==> src/cwfd_params.svh <==
`ifndef CWFD_PARAMS_SVH
`define CWFD_PARAMS_SVH
`define CWFD_CMD_CFG_WRITE   4'hB
`define CWFD_CMD_MEM_READ    4'h6
`define CWFD_CMD_MEM_RD_MULT 4'hC
`define CWFD_CMD_SPECIAL     4'h1
`define CWFD_SC_DEVICE       5'h1F
`define CWFD_SC_FUNCTION     3'h7
`define CWFD_TYPE0           2'h0
`define CWFD_TYPE1           2'h1
`define CWFD_BUS_LSB         16
`define CWFD_DEV_LSB         11
`define CWFD_FUN_LSB         8
`define CWFD_DEV_BIT0        11
`define CWFD_ZERO_ADDR       32'h0000_0000
`define CWFD_ZERO_CMD        4'h0
`define CWFD_TYPE_LSB        0
`define CWFD_REG_LSB         2
`define CWFD_IDSEL_W         21
`endif

==> src/cwfd_pkg.sv <==
package cwfd_pkg;
   typedef enum logic [1:0] {
      CWFD_IGNORE   = 2'h0,
      CWFD_TO_TYPE0 = 2'h1,
      CWFD_PASS_T1  = 2'h2,
      CWFD_SPECIAL  = 2'h3
   } cwfd_action_type;
endpackage : cwfd_pkg

==> src/cwfd_bus_range.sv <==
`timescale 1ns/100ps
`include "cwfd_params.svh"
// classify target bus against secondary and subordinate numbers
module cwfd_bus_range #(
   parameter int BUS_W = 8
) (
   input  wire logic [BUS_W-1:0] target_bus,
   input  wire logic [BUS_W-1:0] sec_bus,
   input  wire logic [BUS_W-1:0] sub_bus,
   output logic                  is_sec,
   output logic                  is_below
);
   if (BUS_W < 1 || BUS_W > 8) begin : g_bad_width
      $error("cwfd_bus_range: BUS_W must be 1..8");
   end
   // bus numbers strictly above secondary up to subordinate are behind us
   always_comb begin
      is_sec   = (target_bus == sec_bus);
      is_below = (target_bus > sec_bus) && (target_bus <= sub_bus);
   end
endmodule : cwfd_bus_range

==> src/cwfd_decode.sv <==
`timescale 1ns/100ps
`include "cwfd_params.svh"
// ========================================
module cwfd_decode (
   input  wire logic        CLK_SYS,
   input  wire logic        RST,
   input  wire logic        REQ_VALID,
   input  wire logic [3:0]  REQ_CMD,
   input  wire logic [31:0] REQ_ADDR,
   input  wire logic [7:0]  SEC_BUS,
   input  wire logic [7:0]  SUB_BUS,
   output logic             CLAIM,
   output logic             FWD_VALID,
   output logic [3:0]       FWD_CMD,
   output logic [31:0]      FWD_ADDR,
   output logic [1:0]       FWD_ACTION
);
   // ========================================
   // decode
   logic [7:0]                 tgt_bus;
   logic [4:0]                 tgt_dev;
   logic [2:0]                 tgt_fun;
   logic                       is_sec;
   logic                       is_below;
   logic                       is_cfg_t1;
   logic                       is_special;
   logic                       is_mrm;
   cwfd_pkg::cwfd_action_type  act;
   logic [3:0]                 nxt_cmd;
   logic [31:0]                nxt_addr;
   logic                       claim_ff;
   logic [3:0]                 cmd_ff;
   logic [31:0]                addr_ff;
   cwfd_pkg::cwfd_action_type  act_ff;
   logic [`CWFD_IDSEL_W-1:0]   idsel;
   logic [8:0]                 reg_field;
   logic                       is_mrd;
   logic                       nxt_claim;
   cwfd_pkg::cwfd_action_type  nxt_act;

   assign tgt_bus = REQ_ADDR[`CWFD_BUS_LSB +: 8];
   assign tgt_dev = REQ_ADDR[`CWFD_DEV_LSB +: 5];
   assign tgt_fun = REQ_ADDR[`CWFD_FUN_LSB +: 3];
   assign reg_field = REQ_ADDR[`CWFD_REG_LSB +: 9];

   // ========================================
   // type 0 select lines
   // one line per device number; numbers past the last line select nothing
   for (genvar i = 0; i < `CWFD_IDSEL_W; i++) begin : g_idsel
      assign idsel[i] = (tgt_dev == 5'(i));
   end

   cwfd_bus_range #(.BUS_W(8)) u_range (
      .target_bus (tgt_bus),
      .sec_bus    (SEC_BUS),
      .sub_bus    (SUB_BUS),
      .is_sec     (is_sec),
      .is_below   (is_below)
   );

   assign is_cfg_t1  = (REQ_CMD == `CWFD_CMD_CFG_WRITE) && (REQ_ADDR[`CWFD_TYPE_LSB +: 2] == `CWFD_TYPE1);
   assign is_special = is_cfg_t1 && (tgt_dev == `CWFD_SC_DEVICE) && (tgt_fun == `CWFD_SC_FUNCTION);
   assign is_mrm     = (REQ_CMD == `CWFD_CMD_MEM_RD_MULT);
   assign is_mrd     = (REQ_CMD == `CWFD_CMD_MEM_READ);

   // special cycle uses the data phase as message; address is not meaningful
   always_comb begin
      act      = cwfd_pkg::CWFD_IGNORE;
      nxt_cmd  = REQ_CMD;
      nxt_addr = REQ_ADDR;
      if (is_special) begin
         if (is_sec) begin
            act      = cwfd_pkg::CWFD_SPECIAL;
            nxt_cmd  = `CWFD_CMD_SPECIAL;
            nxt_addr = `CWFD_ZERO_ADDR;
         end else if (is_below) begin
            act = cwfd_pkg::CWFD_PASS_T1;
         end
      end else if (is_cfg_t1) begin
         if (is_sec) begin
            act      = cwfd_pkg::CWFD_TO_TYPE0;
            // one-hot IDSEL from device number, function/register kept, type 0
            nxt_addr = {idsel, reg_field, `CWFD_TYPE0};
         end else if (is_below) begin
            act = cwfd_pkg::CWFD_PASS_T1;
         end // else unclaimed
      end else if (is_mrd || is_mrm) begin
         // memory window decode lives elsewhere; both reads share one path
         // so the multiple form can never drift from the plain one
         act = cwfd_pkg::CWFD_PASS_T1;
      end
   end

   // ========================================
   // next values
   assign nxt_claim = REQ_VALID && (act != cwfd_pkg::CWFD_IGNORE);
   assign nxt_act   = REQ_VALID ? act : cwfd_pkg::CWFD_IGNORE;

   // ========================================
   // claim
   always_ff @(posedge CLK_SYS) begin
      if (RST) begin
         claim_ff <= 1'h0;
      end else begin
         claim_ff <= nxt_claim;
      end
   end

   // ========================================
   // forwarded command and address
   // these follow the request every cycle to save a gate; only FWD_VALID makes them meaningful
   always_ff @(posedge CLK_SYS) begin
      if (RST) begin
         cmd_ff <= `CWFD_ZERO_CMD;
      end else begin
         cmd_ff <= nxt_cmd;
      end
   end

   always_ff @(posedge CLK_SYS) begin
      if (RST) begin
         addr_ff <= `CWFD_ZERO_ADDR;
      end else begin
         addr_ff <= nxt_addr;
      end
   end

   // ========================================
   // action
   always_ff @(posedge CLK_SYS) begin
      if (RST) begin
         act_ff <= cwfd_pkg::CWFD_IGNORE;
      end else begin
         act_ff <= nxt_act;
      end
   end

   // ========================================
   // output pins
   assign CLAIM      = claim_ff;
   assign FWD_VALID  = claim_ff;
   assign FWD_CMD    = cmd_ff;
   assign FWD_ADDR   = addr_ff;
   assign FWD_ACTION = act_ff;

   // ========================================
   // checks
   type0_conv_a: assert property (@(posedge CLK_SYS) disable iff (RST)
      REQ_VALID && is_cfg_t1 && !is_special && is_sec |=> CLAIM && FWD_ADDR[1:0] == `CWFD_TYPE0)
      else $error("type 0 conversion missing");
   type1_pass_a: assert property (@(posedge CLK_SYS) disable iff (RST)
      REQ_VALID && is_cfg_t1 && !is_special && is_below |=> CLAIM && FWD_ADDR == $past(REQ_ADDR))
      else $error("type 1 pass changed address");
   unclaimed_a: assert property (@(posedge CLK_SYS) disable iff (RST)
      REQ_VALID && is_cfg_t1 && !is_sec && !is_below |=> !CLAIM)
      else $error("foreign bus claimed");
   special_det_a: assert property (@(posedge CLK_SYS) disable iff (RST)
      REQ_VALID && is_cfg_t1 && tgt_dev == `CWFD_SC_DEVICE && tgt_fun == `CWFD_SC_FUNCTION
      |=> FWD_ACTION != cwfd_pkg::CWFD_TO_TYPE0)
      else $error("special request converted to type 0");
   special_gen_a: assert property (@(posedge CLK_SYS) disable iff (RST)
      REQ_VALID && is_special && is_sec |=> CLAIM && FWD_CMD == `CWFD_CMD_SPECIAL)
      else $error("special cycle not generated");
   special_pass_a: assert property (@(posedge CLK_SYS) disable iff (RST)
      REQ_VALID && is_special && !is_sec
      |=> CLAIM == $past(is_below) && FWD_CMD == `CWFD_CMD_CFG_WRITE && FWD_ADDR == $past(REQ_ADDR))
      else $error("special request below mishandled");
   mrm_read_a: assert property (@(posedge CLK_SYS) disable iff (RST)
      REQ_VALID && REQ_CMD == `CWFD_CMD_MEM_RD_MULT |=> CLAIM && FWD_CMD == `CWFD_CMD_MEM_RD_MULT)
      else $error("memory read multiple dropped");
   bus_cmp_a: assert property (@(posedge CLK_SYS) disable iff (RST)
      is_below |-> tgt_bus > SEC_BUS && tgt_bus <= SUB_BUS)
      else $error("bus range compare wrong");
   idle_a: assert property (@(posedge CLK_SYS) disable iff (RST)
      !REQ_VALID |=> !CLAIM)
      else $error("claim without request");
   idsel_line_a: assert property (@(posedge CLK_SYS) disable iff (RST)
      REQ_VALID && is_cfg_t1 && !is_special && is_sec && tgt_dev < 5'(`CWFD_IDSEL_W)
      |=> (FWD_ADDR >> `CWFD_DEV_BIT0) == (32'h0000_0001 << $past(tgt_dev))
          && FWD_ADDR[`CWFD_DEV_BIT0-1:`CWFD_REG_LSB] == $past(reg_field))
      else $error("type 0 select line or register field wrong");
   type0_cmd_a: assert property (@(posedge CLK_SYS) disable iff (RST)
      REQ_VALID && is_cfg_t1 && !is_special && is_sec
      |=> FWD_CMD == `CWFD_CMD_CFG_WRITE && FWD_ACTION == cwfd_pkg::CWFD_TO_TYPE0)
      else $error("type 0 conversion command wrong");
   type1_cmd_a: assert property (@(posedge CLK_SYS) disable iff (RST)
      REQ_VALID && is_cfg_t1 && !is_special && is_below
      |=> FWD_CMD == `CWFD_CMD_CFG_WRITE && FWD_ACTION == cwfd_pkg::CWFD_PASS_T1)
      else $error("type 1 pass command wrong");
   special_addr_a: assert property (@(posedge CLK_SYS) disable iff (RST)
      REQ_VALID && is_special && is_sec
      |=> FWD_ADDR == `CWFD_ZERO_ADDR && FWD_ACTION == cwfd_pkg::CWFD_SPECIAL)
      else $error("special cycle action or address wrong");
   special_drop_a: assert property (@(posedge CLK_SYS) disable iff (RST)
      REQ_VALID && is_special && !is_sec && !is_below |=> FWD_ACTION == cwfd_pkg::CWFD_IGNORE)
      else $error("foreign special request acted on");
   mem_read_a: assert property (@(posedge CLK_SYS) disable iff (RST)
      REQ_VALID && REQ_CMD == `CWFD_CMD_MEM_READ
      |=> CLAIM && FWD_CMD == `CWFD_CMD_MEM_READ && FWD_ACTION == cwfd_pkg::CWFD_PASS_T1)
      else $error("memory read not forwarded");
   other_cmd_a: assert property (@(posedge CLK_SYS) disable iff (RST)
      REQ_VALID && !is_cfg_t1 && REQ_CMD != `CWFD_CMD_MEM_READ && REQ_CMD != `CWFD_CMD_MEM_RD_MULT |=> !CLAIM)
      else $error("unhandled command claimed");
   claim_act_a: assert property (@(posedge CLK_SYS) disable iff (RST)
      CLAIM == (FWD_ACTION != cwfd_pkg::CWFD_IGNORE) && FWD_VALID == CLAIM)
      else $error("claim and action disagree");
   reset_a: assert property (@(posedge CLK_SYS)
      RST |=> !CLAIM && FWD_ACTION == cwfd_pkg::CWFD_IGNORE && FWD_ADDR == `CWFD_ZERO_ADDR)
      else $error("outputs not cleared by reset");

   // ========================================
   // main scenarios
   cov_type0_c:   cover property (@(posedge CLK_SYS) disable iff (RST) FWD_ACTION == cwfd_pkg::CWFD_TO_TYPE0);
   cov_pass_c:    cover property (@(posedge CLK_SYS) disable iff (RST) FWD_ACTION == cwfd_pkg::CWFD_PASS_T1);
   cov_special_c: cover property (@(posedge CLK_SYS) disable iff (RST) FWD_ACTION == cwfd_pkg::CWFD_SPECIAL);
   cov_ignore_c:  cover property (@(posedge CLK_SYS) disable iff (RST) REQ_VALID && is_cfg_t1 ##1 !CLAIM);
   cov_mem_c:     cover property (@(posedge CLK_SYS) disable iff (RST) REQ_VALID && is_mrd ##1 CLAIM);
endmodule : cwfd_decode

==> config.mk <==
export PLATFORM = sky130hd
export DESIGN_NAME = cwfd_decode
export DESIGN_NICKNAME = d
export VERILOG_FILES = /design/src/cwfd_pkg.sv /design/src/cwfd_bus_range.sv /design/src/cwfd_decode.sv
export VERILOG_INCLUDE_DIRS = /design/src
export SDC_FILE = /design/constraint.sdc
export NUM_CORES = 1
export LEC_CHECK = 0
export ABC_AREA = 1
export BUFFER_PORTS_ARGS = -buffer_cell sky130_fd_sc_hd__buf_2
export CAP_MARGIN = 20
export CORE_MARGIN = 1.5
export CORE_UTILIZATION = 50
export DETAILED_ROUTE_END_ITERATION = 16
export PLACE_DENSITY = 0.85
export SYNTH_ARGS = -nofsm -noshare
export SYNTH_HDL_FRONTEND = slang
export SYNTH_SLANG_ARGS = --single-unit
==> constraint.sdc <==
create_clock -name CLK_SYS -period 3.65 [get_ports CLK_SYS]
set_input_delay 0.9125 -clock CLK_SYS [delete_from_list [all_inputs] [get_ports CLK_SYS]]
set_output_delay 0.9125 -clock CLK_SYS [all_outputs]
set_load 0.05 [all_outputs]
==> flow_summary.yaml <==
clocking:
  numCtsBuffers: 5
  path_clk_slew_ns: 0.07
  cts.sinks: 39
  cts_tree: "yes"
  ctsHoldBuffers: 0
  cts-htree-levels: 2
  cts_root_buffer: "clkbuf_8"
  ctsResizeCount: 0
  postCtsSetupBuffers: 0
  cts_max_path_buffers: 2
timing:
  period_needed_ns: 2.44
  holdWs_ns: 0.841
  setup_viol: 0
  relSlewSlack_pct: 55.7
  fin_setup_tns_ns: 0
  rsz0062_at_grt: "false"
  worst_pin_slew_ns: 0.665
  final-hold-violation-count: 0
  max_freq_mhz: 410
  period_share_pct: 66.8
  drv_slew: 0
cells_and_area:
  nets: 440
  drive_gt1_share_pct: 35.1
  layout-area-overhead-vs-synth_pct: 27.4
  antennaDiodeCount: 0
logic_synthesis:
  synth_area_leaders: "dfxtp_1 (37%), ha_1 (9.6%), nand2_1 (9.3%)"
  ys_warn_count: 0
  async_flop_share_pct: 0
  yosys.area.top_type_share_pct: 37.3
  synth_edf_count: 0
  yosysMostFrequentCell: "nand2_1"
  ys_top_cells_by_count: "nand2_1 (52), inv_1 (50), dfxtp_1 (39)"
  syn-num-nets: 348
  syn_avg_cell_area_um2: 7.56
  synth_cell_type_count: 29
  ys_seq_elements: 39
  synth_seq_area_share_pct: 37.3
  ys.flop_type: "dfxtp_1"
  synthCells: 277
  synth_top_cell_by_area: "dfxtp_1"
  syn_area_um2: 2090
worst_hold_path:
  min_path_type: "in -> reg"
  hold_start: "REQ_ADDR[3]"
  min_to: "FWD_ADDR[3]"
  hold_depth: 3
setup_path:
  worstPathRequired_ns: 3.80
  max_stage_delay_ns: 0.42
  critPathArrivalTime_ns: 2.59
  crit_chain: "buf_2 > ha_1 > nand2_2 > nor2_4 > nand4_4 > nor2_4 > inv_2 > a21oi_1 > a211oi_1"
  slowest_stage: "nor2_4"
  crit_path_start_kind: "input port"
  endpoint_kind: "flop"
  worst-path-max-fanout: 26
  critPathKind: "in -> reg"
  crit_top_cell: "nor2_4"
  crit_start: "REQ_ADDR[23]"
pwr:
  leakage_nw: 1.51
  power_per_cell_area_nw_per_um2: 396
  ir_drop_v: 0.000157
  power.total_mw: 1.06
place:
  gp_congestion: 0.932
  dp_hpwl_um: 3810
  io_buffers: 94
die:
  start_util_pct: 52.4
  die_h_um: 67.7
  core_area_um2: 4000
  io-pin-count: 95
  rows: 23
  die-area_um2: 4590
  die_x_um: 67.7
grt:
  antenna_found_initial: 0
  grt_pass1_vias: 1843
  grt_first_pass_wirelength_um: 7610
  track_usage_pct: 21.9
  grt_overflow: 0
  grt_start_max_net_pins: 27
drt:
  drt_iter0_drc: 96
  drt_wl_total_um: 4820
  vias_per_cell: 4.88
  first_pass_iters: 4
  wire_per_inst_um: 11.5
  via_count: 2048
  ant_nets: 0
  drc_errors: 0
run:
  max_cap_violations: 0
status:
  status: "finished clean"
## through the flow
| step | cells | setup slack (ns) | utilization (%) | area (µm²) |
|---|---|---|---|---|
| after floorplan | 277 | 1.47 | - | 2090 |
| after global placement | 412 | 0.987 | 63.8 | 2550 |
| after detailed placement | 412 | 0.924 | 63.8 | 2550 |
| after CTS | 420 | 1.22 | 66.7 | 2670 |
| after global routing | 420 | 1.04 | 66.7 | 2670 |
| final | 420 | 1.21 | 66.7 | 2670 |
## routing by layer
| layer | vias up | global-route usage [%] | share of wire (%) | routed length (µm) |
|---|---|---|---|---|
| met5 | - | 0 | 0 | 0 |
| met2 | 91 | 38.5 | 48 | 2330 |
| li1 | 1057 | - | - | - |
| met4 | 0 | 7.14 | 1.3 | 64 |
| met3 | 7 | 6.67 | 9.5 | 458 |
| met1 | 893 | 25.0 | 41 | 1970 |
## power by group
| part | switching (mW) | internal [mW] | leakage (nW) |
|---|---|---|---|
| Clock | 0.148 | 0.221 | 0.0612 |
| Combinational | 0.164 | 0.0709 | 1.13 |
| Sequential | 0.00450 | 0.447 | 0.324 |
## cells by family (layout without fill, tap and decap cells)
family / Yosys count / in the layout / synth area share (%)
simple gates: 114 / 114 / 27.5
buf+inv: 62 / 155 / 13.3
compound gates: 46 / 46 / 12.4
flops: 39 / 39 / 37.3
fa+ha+maj: 16 / 16 / 9.56
## placed cells by master, fill, tap and decap left out, types with 5 or more instances in the layout
cell type | synthesis | routed
o21ai_0 | 8 | 8
clkbuf_8 | 0 | 6
buf_2 | 1 | 94
dfxtp_1 | 39 | 39
nand4_1 | 5 | 5
a21oi_1 | 27 | 27
nor2_1 | 22 | 22
inv_1 | 50 | 50
ha_1 | 16 | 16
nand2_1 | 52 | 52
nand3_1 | 10 | 10
nor2_2 | 12 | 12
## worst max-delay path, delay by kind of cell
family,cells,cell delay [ns]
buffers and inverters,2,0.37
AO/OA/AOI/OAI,2,0.24
AND/OR/NAND/NOR,4,0.76
adder cells (fa/ha/maj),1,0.31
## layout make-up
type	count	area, µm²
clock buffers	6	82.6
multi-input cells	176	1040
repair buffers	94	470
well taps	50	62.6
inverters	53	201
flip-flops and latches	39	781
clock inverters	2	35.0
fillers	358	1330
## registers in the layout (all words and copies together), names as in the netlist
signal      cells
FWD_ADDR       32
CLAIM           1
FWD_CMD         4
FWD_ACTION      2
## worst max path at each step
stage,endpoint
5_1_grt,FWD_ADDR[15]
3_5_place_dp,FWD_ADDR[15]
4_1_cts,FWD_ADDR[15]
2_1_floorplan,FWD_ADDR[13]
6_report,FWD_ADDR[15]
3_3_place_gp,FWD_ADDR[15]
(Power assumes the default switching activity.)
